--- config.mk ---
export PLATFORM = sky130hd
export DESIGN_NAME = tof_sensor_end_flat
export DESIGN_NICKNAME = d
export VERILOG_FILES = /design/src/common/tof_link_pkg.sv /design/src/common/tof_link_if.sv /design/src/tof_sensor_end.sv /design/src/flat_wrapper.sv
export SDC_FILE = /design/constraint.sdc
export NUM_CORES = 1
export LEC_CHECK = 0
export BUFFER_PORTS_ARGS = -buffer_cell sky130_fd_sc_hd__buf_2
export CAP_MARGIN = 10
export CORE_ASPECT_RATIO = 0.6
export CORE_UTILIZATION = 40
export DETAILED_ROUTE_END_ITERATION = 16
export SETUP_SLACK_MARGIN = 0.05
export SLEW_MARGIN = 10
export SYNTH_ARGS = -nofsm -noshare
export SYNTH_HDL_FRONTEND = slang
export SYNTH_HIERARCHICAL = 1
export SYNTH_SLANG_ARGS = --single-unit
--- constraint.sdc ---
create_clock -name clock_i -period 3.5 [get_ports clock_i]
set_input_delay 0 -clock clock_i [delete_from_list [all_inputs] [get_ports clock_i]]
set_output_delay 0 -clock clock_i [all_outputs]
set_load 0.05 [all_outputs]
--- src/common/tof_link_pkg.sv ---
// Shared constants and types for the sensor frame link
package tof_link_pkg;
    localparam int unsigned DATA_W        = 8;
    localparam int unsigned FIFO_DEPTH    = 8;
    localparam int unsigned WORDS_W       = 4;
    localparam logic [7:0]  CMD_CONFIG    = 8'h10;
    localparam logic [7:0]  CMD_START     = 8'h20;
    localparam logic [7:0]  CMD_READ      = 8'h80;
    localparam logic [3:0]  FRAME_WORDS_RST = 4'h8;
    localparam int unsigned CLK_PERIOD_NS  = 25;
    localparam int unsigned SCLK_PERIOD_NS = 200;
    localparam int unsigned SCLK_HALF      = SCLK_PERIOD_NS / (2 * CLK_PERIOD_NS);
    localparam int unsigned TIMER_TICK_NS  = 1000;
    localparam int unsigned TIMER_TICK_CYC = TIMER_TICK_NS / CLK_PERIOD_NS;

    typedef enum logic [0:0] {
        ACQ_IDLE = 1'b0,
        ACQ_RUN  = 1'b1
    } acq_state_e;

    typedef enum logic [2:0] {
        SEQ_IDLE  = 3'b000,
        SEQ_CFG   = 3'b001,
        SEQ_START = 3'b010,
        SEQ_WAIT  = 3'b011,
        SEQ_READ  = 3'b100
    } host_seq_e;

    typedef enum logic [2:0] {
        PH_OFF   = 3'b000,
        PH_SETUP = 3'b001,
        PH_LOW   = 3'b010,
        PH_HIGH  = 3'b011,
        PH_HOLD  = 3'b100,
        PH_GAP   = 3'b101
    } wire_phase_e;
endpackage : tof_link_pkg

--- src/common/tof_link_if.sv ---
// Serial link and interrupt between host and sensor
`timescale 1ns/1ps
interface tof_link_if;
    logic sclk;
    logic cs_n;
    logic mosi;
    logic miso;
    logic miso_oe;
    logic miso_line;
    logic measurement_done_irq;

    // Pulled high when the sensor releases the line
    assign miso_line = miso_oe ? miso : 1'b1;

    modport sensor (
        input  sclk,
        input  cs_n,
        input  mosi,
        output miso,
        output miso_oe,
        output measurement_done_irq
    );

    modport host (
        output sclk,
        output cs_n,
        output mosi,
        input  miso_line,
        input  measurement_done_irq
    );
endinterface : tof_link_if

--- src/tof_sensor_end.sv ---
// Sensor end: serial slave, frame acquisition and result FIFO
`timescale 1ns/1ps
module sample_fifo #(
    parameter int unsigned WIDTH = 8,
    parameter int unsigned DEPTH = 8
) (
    input  wire logic             clock_i,
    input  wire logic             reset_i,
    input  wire logic             flush_i,
    input  wire logic             in_valid_i,
    input  wire logic [WIDTH-1:0] in_data_i,
    output logic                  in_ready_o,
    output logic                  out_valid_o,
    output logic      [WIDTH-1:0] out_data_o,
    input  wire logic             out_ready_i
);
    localparam int unsigned AW = $clog2(DEPTH);

    logic [WIDTH-1:0] mem [DEPTH];
    logic [AW:0]      wr_ptr;
    logic [AW:0]      rd_ptr;
    logic             push;
    logic             pop;

    assign in_ready_o  = (wr_ptr - rd_ptr) != (AW+1)'(DEPTH);
    assign out_valid_o = wr_ptr != rd_ptr;
    assign out_data_o  = mem[rd_ptr[AW-1:0]];
    assign push        = in_valid_i && in_ready_o;
    assign pop         = out_valid_o && out_ready_i;

    always_ff @(posedge clock_i) begin
        if (push) begin
            mem[wr_ptr[AW-1:0]] <= in_data_i;
        end
    end

    always_ff @(posedge clock_i) begin
        if (reset_i || flush_i) begin
            wr_ptr <= '0;
            rd_ptr <= '0;
        end else begin
            if (push) begin
                wr_ptr <= wr_ptr + (AW+1)'(1);
            end
            if (pop) begin
                rd_ptr <= rd_ptr + (AW+1)'(1);
            end
        end
    end
endmodule : sample_fifo

module tof_sensor_end #(
    parameter int unsigned DEPTH = tof_link_pkg::FIFO_DEPTH
) (
    input  wire logic                        clock_i,
    input  wire logic                        reset_i,
    tof_link_if.sensor                       link,
    input  wire logic                        sensor_valid_i,
    input  wire logic [tof_link_pkg::DATA_W-1:0] sensor_data_i,
    output logic                             sensor_ready_o,
    output logic                             frame_active_o
);
    import tof_link_pkg::*;

    logic               sclk_s1, sclk_s2, sclk_s3;
    logic               cs_s1, cs_s2, cs_s3;
    logic               mosi_s1, mosi_s2;
    logic               sclk_rise, sclk_fall, cs_active, cs_rise;
    logic [2:0]         bit_cnt;
    logic [7:0]         rx_sh;
    logic [7:0]         tx_sh;
    logic [7:0]         cmd;
    logic               addr_seen;
    logic               byte_done;
    logic [7:0]         byte_val;
    logic               start_pend;
    logic [WORDS_W-1:0] frame_words;
    logic [WORDS_W-1:0] words_left;
    acq_state_e         state;
    logic               irq;
    logic               miso;
    logic               miso_oe;
    logic               read_pop;
    logic               frame_start;
    logic               frame_done;
    logic               fifo_in_ready;
    logic               fifo_out_valid;
    logic [DATA_W-1:0]  fifo_out_data;

    // two-stage capture of link pins, edge detect on second stage
    always_ff @(posedge clock_i) begin
        if (reset_i) begin
            sclk_s1 <= 1'b1;
            sclk_s2 <= 1'b1;
            sclk_s3 <= 1'b1;
            cs_s1   <= 1'b1;
            cs_s2   <= 1'b1;
            cs_s3   <= 1'b1;
            mosi_s1 <= 1'b0;
            mosi_s2 <= 1'b0;
        end else begin
            sclk_s1 <= link.sclk;
            sclk_s2 <= sclk_s1;
            sclk_s3 <= sclk_s2;
            cs_s1   <= link.cs_n;
            cs_s2   <= cs_s1;
            cs_s3   <= cs_s2;
            mosi_s1 <= link.mosi;
            mosi_s2 <= mosi_s1;
        end
    end

    assign cs_active = !cs_s2;
    assign cs_rise   = cs_s2 && !cs_s3;
    assign sclk_rise = cs_active && sclk_s2 && !sclk_s3;
    assign sclk_fall = cs_active && !sclk_s2 && sclk_s3;
    assign byte_done = sclk_rise && (bit_cnt == 3'h7);
    assign byte_val  = {rx_sh[6:0], mosi_s2};

    // eight-bit chunks, MSB first, first is address
    always_ff @(posedge clock_i) begin
        if (reset_i || !cs_active) begin
            bit_cnt   <= 3'h0;
            rx_sh     <= 8'h00;
            addr_seen <= 1'b0;
        end else if (sclk_rise) begin
            bit_cnt <= bit_cnt + 3'h1;
            rx_sh   <= byte_val;
            if (bit_cnt == 3'h7) begin
                addr_seen <= 1'b1;
            end
        end
    end

    always_ff @(posedge clock_i) begin
        if (reset_i) begin
            cmd <= 8'h00;
        end else if (byte_done && !addr_seen) begin
            cmd <= byte_val;
        end
    end

    // Frame length from configuration write, clamped to buffer depth
    always_ff @(posedge clock_i) begin
        if (reset_i) begin
            frame_words <= FRAME_WORDS_RST;
        end else if (byte_done && addr_seen && cmd == CMD_CONFIG) begin
            if (byte_val > 8'(DEPTH)) begin
                frame_words <= WORDS_W'(DEPTH);
            end else begin
                frame_words <= byte_val[WORDS_W-1:0];
            end
        end
    end

    // one start command arms one frame at deselect; acquisition is idle by then, as the selection aborts any running frame
    always_ff @(posedge clock_i) begin
        if (reset_i || cs_rise) begin
            start_pend <= 1'b0;
        end else if (byte_done && !addr_seen && byte_val == CMD_START) begin
            start_pend <= 1'b1;
        end
    end

    assign frame_start = cs_rise && start_pend && (state == ACQ_IDLE);
    assign frame_done  = (state == ACQ_RUN) && (words_left == '0) && !cs_active;

    always_ff @(posedge clock_i) begin
        if (reset_i) begin
            state      <= ACQ_IDLE;
            words_left <= '0;
        end else begin
            case (state)
                ACQ_IDLE: begin
                    if (frame_start) begin
                        state      <= ACQ_RUN;
                        words_left <= frame_words;
                    end
                end
                ACQ_RUN: begin
                    // chip select aborts, else stop after frame
                    if (cs_active || words_left == '0) begin
                        state <= ACQ_IDLE;
                    end else if (sensor_valid_i && fifo_in_ready) begin
                        words_left <= words_left - WORDS_W'(1);
                    end
                end
                default: begin
                    state <= ACQ_IDLE;
                end
            endcase
        end
    end

    assign sensor_ready_o = (state == ACQ_RUN) && !cs_active && (words_left != '0)
                            && fifo_in_ready;
    assign frame_active_o = (state == ACQ_RUN);

    sample_fifo #(
        .WIDTH(DATA_W),
        .DEPTH(DEPTH)
    ) u_fifo (
        .clock_i    (clock_i),
        .reset_i    (reset_i),
        .flush_i    (frame_start),
        .in_valid_i (sensor_valid_i && sensor_ready_o),
        .in_data_i  (sensor_data_i),
        .in_ready_o (fifo_in_ready),
        .out_valid_o(fifo_out_valid),
        .out_data_o (fifo_out_data),
        .out_ready_i(read_pop)
    );

    // each byte of a read, address byte included, takes one word from the buffer while one is left
    assign read_pop = byte_done && ((!addr_seen && byte_val == CMD_READ)
                      || (addr_seen && cmd == CMD_READ));

    always_ff @(posedge clock_i) begin
        if (reset_i) begin
            tx_sh <= 8'h00;
            miso  <= 1'b1;
        end else if (read_pop) begin
            tx_sh <= fifo_out_valid ? fifo_out_data : 8'h00;
        end else if (sclk_fall) begin
            miso  <= tx_sh[7];
            tx_sh <= {tx_sh[6:0], 1'b0};
        end
    end

    always_ff @(posedge clock_i) begin
        if (reset_i) begin
            miso_oe <= 1'b0;
        end else begin
            miso_oe <= cs_active;
        end
    end

    // held until read address arrives; setting wins
    always_ff @(posedge clock_i) begin
        if (reset_i) begin
            irq <= 1'b0;
        end else if (frame_done) begin
            irq <= 1'b1;
        end else if (byte_done && !addr_seen && byte_val == CMD_READ) begin
            irq <= 1'b0;
        end
    end

    // single interrupt line and serial data output
    assign link.measurement_done_irq = irq;
    assign link.miso                 = miso;
    assign link.miso_oe              = miso_oe;
endmodule : tof_sensor_end

--- src/flat_wrapper.sv ---
// flat-port wrapper written by rule: the top's interface ports become plain ports
module tof_sensor_end_flat import tof_link_pkg::*;
#(
    parameter int unsigned DEPTH = tof_link_pkg::FIFO_DEPTH
)
  (clock_i, reset_i, sensor_valid_i, sensor_data_i, sensor_ready_o, frame_active_o, link_sclk, link_cs_n, link_mosi, link_miso, link_miso_oe, link_measurement_done_irq);
  tof_link_if link_i ();
  input  wire logic clock_i;
  input  wire logic reset_i;
  input  wire logic sensor_valid_i;
  input  wire logic [tof_link_pkg::DATA_W-1:0] sensor_data_i;
  output logic sensor_ready_o;
  output logic frame_active_o;
  input wire logic [$bits(link_i.sclk)-1:0] link_sclk;
  input wire logic [$bits(link_i.cs_n)-1:0] link_cs_n;
  input wire logic [$bits(link_i.mosi)-1:0] link_mosi;
  output wire logic [$bits(link_i.miso)-1:0] link_miso;
  output wire logic [$bits(link_i.miso_oe)-1:0] link_miso_oe;
  output wire logic [$bits(link_i.measurement_done_irq)-1:0] link_measurement_done_irq;
  assign link_i.sclk = link_sclk;
  assign link_i.cs_n = link_cs_n;
  assign link_i.mosi = link_mosi;
  assign link_miso = link_i.miso;
  assign link_miso_oe = link_i.miso_oe;
  assign link_measurement_done_irq = link_i.measurement_done_irq;
  tof_sensor_end #(.DEPTH(DEPTH)) u_core (.clock_i(clock_i), .reset_i(reset_i), .link(link_i), .sensor_valid_i(sensor_valid_i), .sensor_data_i(sensor_data_i), .sensor_ready_o(sensor_ready_o), .frame_active_o(frame_active_o));
endmodule
==> out/qor.yml, run 1 <==
timing:
  fin_hold_ws_ns: 0.118
  final_hold_viol_count: 0
  slew_headroom: 0.469
  rsz0062_at_grt: "no"
  min_period_ns: 3.18
  fmax_ghz: 0.314
  tightest_slew_ns: 0.795
  skew_ns: 0.00791
  drv_slew: 0
  min_period_over_period: 0.909
  tns_ns: 0
  setup_viol: 0
clock_tree:
  clk_transition_reported_paths_ns: 0.05
  cts_tree: "yes"
  clk_latency_ns: 0.41
  cts_made_buffers: 17
  cts_sinks: 123
  cts_resized: 0
  clockBufferDepth: 2
  clockRootBuffer: "clkbuf_16"
  cts_htree_levels: 4
critical_path:
  cp_max_fo: 8
  critPathArrivalTime_ns: 3.30
  path_delay_family: "simple AND/OR/NAND/NOR gates"
  worst-setup-path-type: "reg2reg"
  max_stage_delay_ns: 0.53
  cp_cell_sequence: "inv_1 > ha_1 > nand2b_1 > a32o_1 > nand3_1 > nand4_1 > nor2_1 > nand3_1 > nor4_2 > buf_4"
  cp_data_required_time_ns: 3.62
  start_kind: "flip-flop"
  critPathBufInv: 2
  crit_top_cell: "nand3_1"
  slowest_stage: "dfxtp_1"
  end_kind: "flip-flop"
  ff2ff_setup_slack_ns: 0.32
yosys:
  ys.flop_type: "edfxtp_1"
  syn_area_mm2: 0.00512
  ys_seq_elements: 123
  ys_seq_area_frac: 0.606
  synth_top_cell_by_area: "edfxtp_1"
  yosys.area.top_type_share: 0.375
  synth_area_leaders: "edfxtp_1 38%, dfxtp_1 23%, mux4_2 7.0%"
  avgSynthCellArea_um2: 12.9
  yosysWarningCount: 6
  synth_edf_count: 64
  synth_cell_type_count: 58
  netlist_instances: 398
  async_reset_ff_frac: 0
  syn_nets: 420
power_and_ir_drop:
  powerDensity_mw_per_mm2: 543
  p_sw_w: 0.000621
  p_clk_frac: 0.529
  swShare: 0.186
  vdd_ir_drop_max_mv: 0.356
  total_leakage_power_nw: 2.15
  combPwrFrac: 0.015
  seqPwrFrac: 0.456
  p_int_w: 0.00272
floorplan:
  core_mm2: 0.0123
  die_area_mm2: 0.0133
  start_util: 0.418
  fp.dieH_um: 89.6
  die_width_um: 148
  num_rows: 31
  ios: 19
global_route:
  overflow: 0
  grt_pass1_vias: 3042
  grt_pass1_wl_um: 17500
  grtUsageTotal: 0.184
  grt_max_degree: 46
  grt_antenna_before_repair: 0
routing:
  dr.pass1.iters: 7
  drc: 0
  final_antenna_net_count: 0
  drt_iter0_markers: 273
  wirelength_um: 11200
  vias: 3340
  wl_per_cell_um: 18.2
  viasPerCell: 5.43
run:
  cap_violations: 0
worst_hold_path:
  hold_path.class: "in2reg"
finish:
  drive_above_1_share: 0.216
  stdcell_count: 615
  area_growth_pct: 20.2
  diodes: 0
  nets: 459
  utilization: 0.502
placed_design:
  gp_congestion: 0.860
  port_buffers: 18
  hpwl_um: 7820
  place_inst: 572
status:
  status: "complete, no violations"
==> cell usage in the layout, fill, tap and decap left out, drive strengths merged, types with 3 or more instances in the layout <==
cell         count
ha               8
nand2           19
bufinv           4
nor2            36
nand3           11
nor3             8
a21oi           18
nand4            5
nor4            11
clkbuf          22
nor2b            5
xnor2            3
mux2             8
mux4            16
nand3b           5
inv             15
a31oi            3
nand4b           4
a211o            6
nor3b            3
dlygate4sd3     11
buf             28
edfxtp          64
dfxtp           59
or2              6
xor2             3
clkinv           5
nand2b           6
o21ai           14
mux2i           12
==> area by class of cell <==
class                      instances  area [µm²]
clock buffer                      22         444
clock inverter                    10         149
fill                            1089        6100
inverter                          15        56.3
multi-input combinational        241        1920
sequential                       123        3100
tap                              165         206
timing repair buffer              39         275
==> metrics by stage <==
step / power [W] / setup WS (ns) / area [µm²]
finish: 0.00334 / 0.320 / 6160
global route: 0.00345 / 0.119 / 6160
CTS: 0.00338 / 0.346 / 6160
detailed placement: 0.00160 / 0.366 / 5450
global placement: 0.00160 / 0.442 / 5450
floorplan: 0.00157 / 0.365 / 5120
==> per-layer routing <==
metal  GRT usage  wire [µm]  vias up
li1            -          -     1570
met1       0.281       5900     1652
met2       0.230       4290      103
met3      0.0641        866       15
met4      0.0731        119        0
met5           0          0        -
==> power by group through the flow <==
stage,registers (W),logic (W),clock network [W]
final,0.00152,0.0000513,0.00177
after global routing,0.00152,0.0000571,0.00187
after CTS,0.00152,0.0000521,0.00180
after detailed placement,0.00155,0.0000427,0
after global placement,0.00155,0.0000422,0
after floorplan,0.00155,0.0000175,0
==> logic make-up after synthesis <==
logic type | Yosys count | share of synthesized area
AND/OR/NAND/NOR | 136 | 0.153
flip-flops | 123 | 0.606
AO/OA/AOI/OAI | 54 | 0.0670
adder cells (fa/ha/maj) | 8 | 0.0196
XOR/XNOR | 7 | 0.0147
buffers and inverters | 34 | 0.0281
multiplexers | 36 | 0.111
==> tightest hold or removal path: cells and delay by family <==
kind / cells / cell delay [ns]
AOI/OAI and AO/OA: 1 / 0.06
buffers and inverters: 1 / 0.10
and+or+nand+nor: 3 / 0.31
==> state kept, by name, summed over array words and instances, names as in the netlist, 3 cells and up, named ones only <==
name                  flops
u_core/u_fifo/mem        64
u_core/cmd                8
u_core/tx_sh              8
u_core/rx_sh              7
u_core/frame_words        4
u_core/u_fifo/rd_ptr      4
u_core/u_fifo/wr_ptr      4
u_core/words_left         4
u_core/bit_cnt            3
==> what timing repair did <==
| action | in CTS | in global routing |
|---|---|---|
| setup buffers | 0 | 0 |
| hold buffers | 11 | 0 |
| hold endpoints to repair | 67 | 0 |
==> worst paths after layout <==
kind | startpoint | end | depth (start not counted)
worst max register to register | u_core/u_fifo/wr_ptr[0] | u_core/u_fifo/mem[2][5] | 10
worst min register to register | u_core/sclk_s1 | u_core/sclk_s2 | 1
worst min-delay path | sensor_valid_i | u_core/u_fifo/wr_ptr[1] | 5
worst max-delay path | u_core/u_fifo/wr_ptr[0] | u_core/u_fifo/mem[2][5] | 10
==> synth_stat cells (all sizes together) (3+ instances only) <==
master and instances:
nand2b 6, nand3b 5, nor2 36, a31oi 3, nand2 19, nand4b 4, nor2b 5, or2 6
mux4 16, nor4 11, nand4 5, edfxtp 64, nor3b 3, ha 8, nor3 8, a21oi 18
nand3 11, a211o 6, inv 15, xor2 3, mux2i 12, dfxtp 59, mux2 8, buf 9
o21ai 14, xnor2 3, clkbuf 10
Power figures use the tool's default switching activity.
==> run 2: changes to the inputs <==
--- a/config.mk
+++ b/config.mk
@@ -7,7 +7,7 @@
 export LEC_CHECK = 0
 export BUFFER_PORTS_ARGS = -buffer_cell sky130_fd_sc_hd__buf_2
 export CAP_MARGIN = 10
-export CORE_ASPECT_RATIO = 0.6
+export CORE_ASPECT_RATIO = 1.25
 export CORE_UTILIZATION = 40
 export DETAILED_ROUTE_END_ITERATION = 16
 export SETUP_SLACK_MARGIN = 0.05
==> run 2 against run 1 <==
Against the previous run:
- power down 7.1%
- clock skew up 0.0027 ns
- critical path depth down 2
- register-to-register slack better by 0.07 ns
- final cell count down 0.33%
- global-route usage down 2.1 points
- sequential share of layout area up 0.97 points
- worst setup slack better by 0.065 ns
- highest routed layer unchanged
==> out/qor.yml, run 2 (same netlist as run 1, synthesis figures left out) <==
status:
  status: "complete, no violations"
power_and_ir_drop:
  p_int_w: 0.00245
  total_leakage_power_nw: 2.12
  vdd_ir_drop_max_mv: 0.300
  seqPwrFrac: 0.491
  powerDensity_mw_per_mm2: 514
  p_sw_w: 0.000657
  p_total_w: 0.00310
  combPwrFrac: 0.015
  p_clk_frac: 0.494
  swShare: 0.212
finish:
  area_growth_pct: 18.0
  drive_above_1_share: 0.209
  largest_reg_flops: 64
  fillers: 1101
  nets: 458
  layout_common_cells: "64 x edfxtp_1, 59 x dfxtp_1, 36 x nor2_1"
  final_common_cell: "edfxtp_1"
  multiInputGateArea_mm2: 0.00188
  ff_latch_area_mm2: 0.00310
  diodes: 0
worst_hold_path:
  hold_path_depth: 5
  hold_path.class: "in2reg"
routing:
  dr.pass1.iters: 4
  final_antenna_net_count: 0
  vias: 3184
  drt_iter0_markers: 134
  drc: 0
  viasPerCell: 5.19
  wirelength_um: 9550
  wl_per_cell_um: 15.6
critical_path:
  start_kind: "flip-flop"
  critPathArrivalTime_ns: 3.16
  cp_max_fo: 9
  path_depth: 8
  slowest_stage: "nor4_4"
  cp_cell_sequence: "ha_1 > xnor3_1 > a32o_1 > nand3_1 > nand4_1 > nor2_1 > inv_1 > nor4_4"
  reg2reg_depth: 8
  path_delay_family: "simple AND/OR/NAND/NOR gates"
  max_stage_delay_ns: 0.65
  worst-setup-path-type: "reg2reg"
  end_kind: "flip-flop"
  cp_data_required_time_ns: 3.54
  critPathBufInv: 1
timing:
  fmax_ghz: 0.321
  min_period_over_period: 0.890
  tightest_slew_ns: 0.762
  drv_slew: 0
  rsz0062_at_grt: "no"
  skew_ns: 0.0106
  slew_headroom: 0.491
  setup_viol: 0
  min_period_ns: 3.11
  tns_ns: 0
  final_hold_viol_count: 0
clock_tree:
  clockBufferDepth: 2
  cts_sinks: 123
  clockRootBuffer: "clkbuf_16"
  cts_made_buffers: 17
  clk_latency_ns: 0.41
  cts_tree: "yes"
  post_cts_buffers: 0
  clk_transition_reported_paths_ns: 0.05
  cts_htree_levels: 4
floorplan:
  die_width_um: 103
  core_mm2: 0.0123
  fp.dieH_um: 128
  die_area_mm2: 0.0133
  ios: 19
  num_rows: 45
  start_util: 0.415
global_route:
  grt_pass1_vias: 3177
  grtUsageTotal: 0.163
  overflow: 0
  grt_pass1_wl_um: 15900
  grt_antenna_before_repair: 0
  grt_max_degree: 46
placed_design:
  port_buffers: 18
  gp_congestion: 0.787
  hpwl_um: 6540
run:
  cap_violations: 0
-- run 2: final cells by class --
type	count	area share
repair buffers	38	0.0443
inverters	15	0.00932
well taps	164	0.0340
clock buffers	19	0.0717
flip-flops and latches	123	0.514
clock inverters	13	0.0160
multi-input cells	241	0.311
-- run 2: routing by layer --
metal,wire (µm),up-vias,global-route usage,share of wire
li1,-,1570,-,-
met1,4280,1551,0.197,0.45
met2,4860,49,0.271,0.51
met3,264,14,0.0473,0.028
met4,141,0,0.0646,0.015
met5,0,-,0,0
-- run 2: worst min-delay path: cells and delay by family --
family	cells	cell delay (ns)
AO/OA/AOI/OAI	1	0.06
buffers and inverters	1	0.10
AND/OR/NAND/NOR	3	0.30
-- run 2: timing repair --
| action | CTS | global route |
|---|---|---|
| hold endpoints to repair | 67 | 0 |
| gates resized for setup | 0 | 0 |
| hold buffers | 11 | 0 |
-- run 2: path summary, 6_finish.rpt --
path	from	endpoint	slack (ns)
worst min-delay path	sensor_valid_i	u_core/u_fifo/wr_ptr[1]	0.09
worst max-delay path	u_core/u_fifo/wr_ptr[2]	u_core/u_fifo/mem[7][5]	0.39
worst max register to register	u_core/u_fifo/wr_ptr[2]	u_core/u_fifo/mem[7][5]	0.39
worst min register to register	u_core/sclk_s1	u_core/sclk_s2	0.40
-- run 2: power groups by stage --
stage	Combinational, W	Clock, W	Sequential (W)
floorplan	0.0000175	0	0.00155
global placement	0.0000377	0	0.00155
detailed placement	0.0000388	0	0.00155
CTS	0.0000485	0.00157	0.00152
global route	0.0000530	0.00163	0.00152
finish	0.0000475	0.00153	0.00152
-- run 2: metrics by stage --
step | area, µm² | instances | hold WS [ns] | util | worst slack, ns
after floorplan | 5120 | 398 | 0.0989 | - | 0.365
after global placement | 5400 | 570 | 0.189 | 0.438 | 0.514
after detailed placement | 5400 | 570 | 0.191 | 0.438 | 0.400
after CTS | 6040 | 613 | 0.0756 | 0.490 | 0.391
after global routing | 6040 | 613 | 0.127 | 0.490 | 0.138
final | 6040 | 613 | 0.0949 | 0.490 | 0.385
==> run 3: changes to the inputs <==
--- a/config.mk
+++ b/config.mk
@@ -7,11 +7,13 @@
 export LEC_CHECK = 0
 export BUFFER_PORTS_ARGS = -buffer_cell sky130_fd_sc_hd__buf_2
 export CAP_MARGIN = 10
+export CELL_PAD_IN_SITES_DETAIL_PLACEMENT = 1
+export CELL_PAD_IN_SITES_GLOBAL_PLACEMENT = 1
 export CORE_ASPECT_RATIO = 1.25
 export CORE_UTILIZATION = 40
 export DETAILED_ROUTE_END_ITERATION = 16
+export PLACE_DENSITY_LB_ADDON = 0.1
 export SETUP_SLACK_MARGIN = 0.05
-export SLEW_MARGIN = 10
 export SYNTH_ARGS = -nofsm -noshare
 export SYNTH_HDL_FRONTEND = slang
 export SYNTH_HIERARCHICAL = 1
==> run 3 against run 2 <==
Against the previous run:
- final cell count unchanged
- count of clock-buffer cells in the layout fell by 1
- critical path depth grew 2
- die area stayed put
- flip-flop and latch count is the same
- highest routed layer unchanged
- largest cell class unchanged
- critical path type unchanged
==> out/qor.yml, run 3 (same netlist as run 1, synthesis figures left out) <==
status:
  status: "complete, no violations"
placed_design:
  port_buffers: 18
  place_ws_ns: 0.306
  gp_congestion: 0.776
  place_inst: 570
  hpwl_um: 8100
critical_path:
  r2r-start: "u_core/u_fifo/wr_ptr[1]"
  ff2ff_setup_slack_ns: 0.36
  crit_start: "u_core/u_fifo/wr_ptr[1]"
  reg2reg_depth: 10
  r2r-end: "u_core/u_fifo/mem[0][2]"
  start_kind: "flip-flop"
  critPathArrivalTime_ns: 3.25
  end_kind: "flip-flop"
  worst-setup-path-type: "reg2reg"
  critPathCapture: "u_core/u_fifo/mem[0][2]"
  cp_max_fo: 9
  cp_data_required_time_ns: 3.61
power_and_ir_drop:
  p_sw_w: 0.000674
  combPwrFrac: 0.017
  seqPwrFrac: 0.489
  swShare: 0.216
  p_int_w: 0.00244
  vdd_ir_drop_max_mv: 0.334
  p_clk_frac: 0.495
  powerDensity_mw_per_mm2: 515
  total_leakage_power_nw: 2.10
timing:
  layout_setup_ws_ns: 0.361
  final_hold_viol_count: 0
  min_period_ns: 3.14
  skew_ns: 0.0114
  min_period_over_period: 0.897
  slew_headroom: 0.466
  drv_slew: 0
  setup_viol: 0
  tightest_slew_ns: 0.800
  rsz0062_at_grt: "no"
  fmax_ghz: 0.319
  tns_ns: 0
floorplan:
  fp.dieH_um: 128
  die_width_um: 103
  die_area_mm2: 0.0133
  num_rows: 45
  start_util: 0.415
  core_mm2: 0.0123
  ios: 19
finish:
  fillers: 1249
  nets: 458
  area_growth_pct: 18.1
  stdcell_count: 613
  final_common_cell: "edfxtp_1"
  diodes: 0
  layout_common_cells: "64 x edfxtp_1, 59 x dfxtp_1, 36 x nor2_1"
  drive_above_1_share: 0.214
  largest_reg_flops: 64
clock_tree:
  clockBufferDepth: 2
  cts_htree_levels: 4
  clockRootBuffer: "clkbuf_16"
  clk_latency_ns: 0.41
  cts_made_buffers: 17
  cts_tree: "yes"
  clk_transition_reported_paths_ns: 0.05
  cts_sinks: 123
  post_cts_buffers: 0
global_route:
  grt_pass1_vias: 3465
  grt_max_degree: 46
  grt_antenna_before_repair: 0
  grt_pass1_wl_um: 18200
  grtUsageTotal: 0.192
  overflow: 0
routing:
  vias: 3249
  viasPerCell: 5.30
  wl_per_cell_um: 18.6
  drc: 0
  final_antenna_net_count: 0
  dr.pass1.iters: 6
  drt_iter0_markers: 103
  wirelength_um: 11400
run:
  cap_violations: 0
worst_hold_path:
  hold_path.class: "in2reg"
-- run 3: cell count changes in the layout (fill, tap and decap cells not counted), sizes merged --
cell      delta
clkinv       -3
clkinvlp     +4
clkbuf       -1
-- run 3: power groups by stage --
stage	combinational (W)	clock, W	sequential (W)
after floorplan	0.0000175	0	0.00155
after global placement	0.0000425	0	0.00155
after detailed placement	0.0000433	0	0.00155
after CTS	0.0000525	0.00158	0.00152
after global routing	0.0000561	0.00164	0.00152
final	0.0000516	0.00154	0.00152
-- run 3: timing repair --
| action | in CTS | in global routing |
|---|---|---|
| setup endpoints to repair | 0 | 8 |
| gates resized for setup | 0 | 1 |
| hold buffers | 11 | 0 |
| endpoints found under the hold margin | 67 | 0 |
-- run 3: per-layer routing --
metal  routed length [µm]  track usage  vias up
met4                  206       0.0853        0
met2                 6400        0.360       40
met3                  212       0.0397       14
met5                    0            0        -
li1                     -            -     1571
met1                 4560        0.204     1624
-- run 3: area by class of cell --
cell class,count,area [µm²],share of cell area
repair buffers,38,268,0.0443
flip-flops and latches,123,3100,0.513
multi-input cells,241,1880,0.312
clock buffers,18,429,0.0710
clock inverters,14,100,0.0166
well taps,164,205,0.0339
inverters,15,56.3,0.00931
-- run 3: worst min-delay path by stage --
stage | slack [ns] | to | start | cells after the start
finish | 0.11 | u_core/u_fifo/wr_ptr[1] | sensor_valid_i | 5
global route | 0.18 | u_core/u_fifo/wr_ptr[1] | sensor_valid_i | 5
CTS | 0.11 | u_core/u_fifo/wr_ptr[1] | sensor_valid_i | 5
detailed placement | 0.19 | u_core/sclk_s1 | link_sclk | 2
global placement | 0.18 | u_core/cs_s1 | link_cs_n | 2
floorplan | 0.1 | u_core/u_fifo/mem[0][0] | sensor_data_i[0] | 0
-- run 3: metrics by stage --
stage / total power, W / hold WS [ns] / instance area (µm²) / utilization
after detailed placement: 0.00160 / 0.192 / 5400 / 0.438
final: 0.00312 / 0.112 / 6050 / 0.490
after CTS: 0.00316 / 0.108 / 6040 / 0.490
after floorplan: 0.00157 / 0.0989 / 5120 / -
after global placement: 0.00160 / 0.183 / 5400 / 0.438
after global routing: 0.00322 / 0.176 / 6050 / 0.490
-- run 3: critical path: stages, from the launching register on --
cell and delay, ns:
dfxtp_1 0.53, ha_1 0.34, nand2b_1 0.22, a21oi_1 0.10, a32o_1 0.22, nand3_1 0.11
nand4_1 0.13, nor2_1 0.31, nand3_1 0.29, nor4_1 0.34, buf_4 0.25
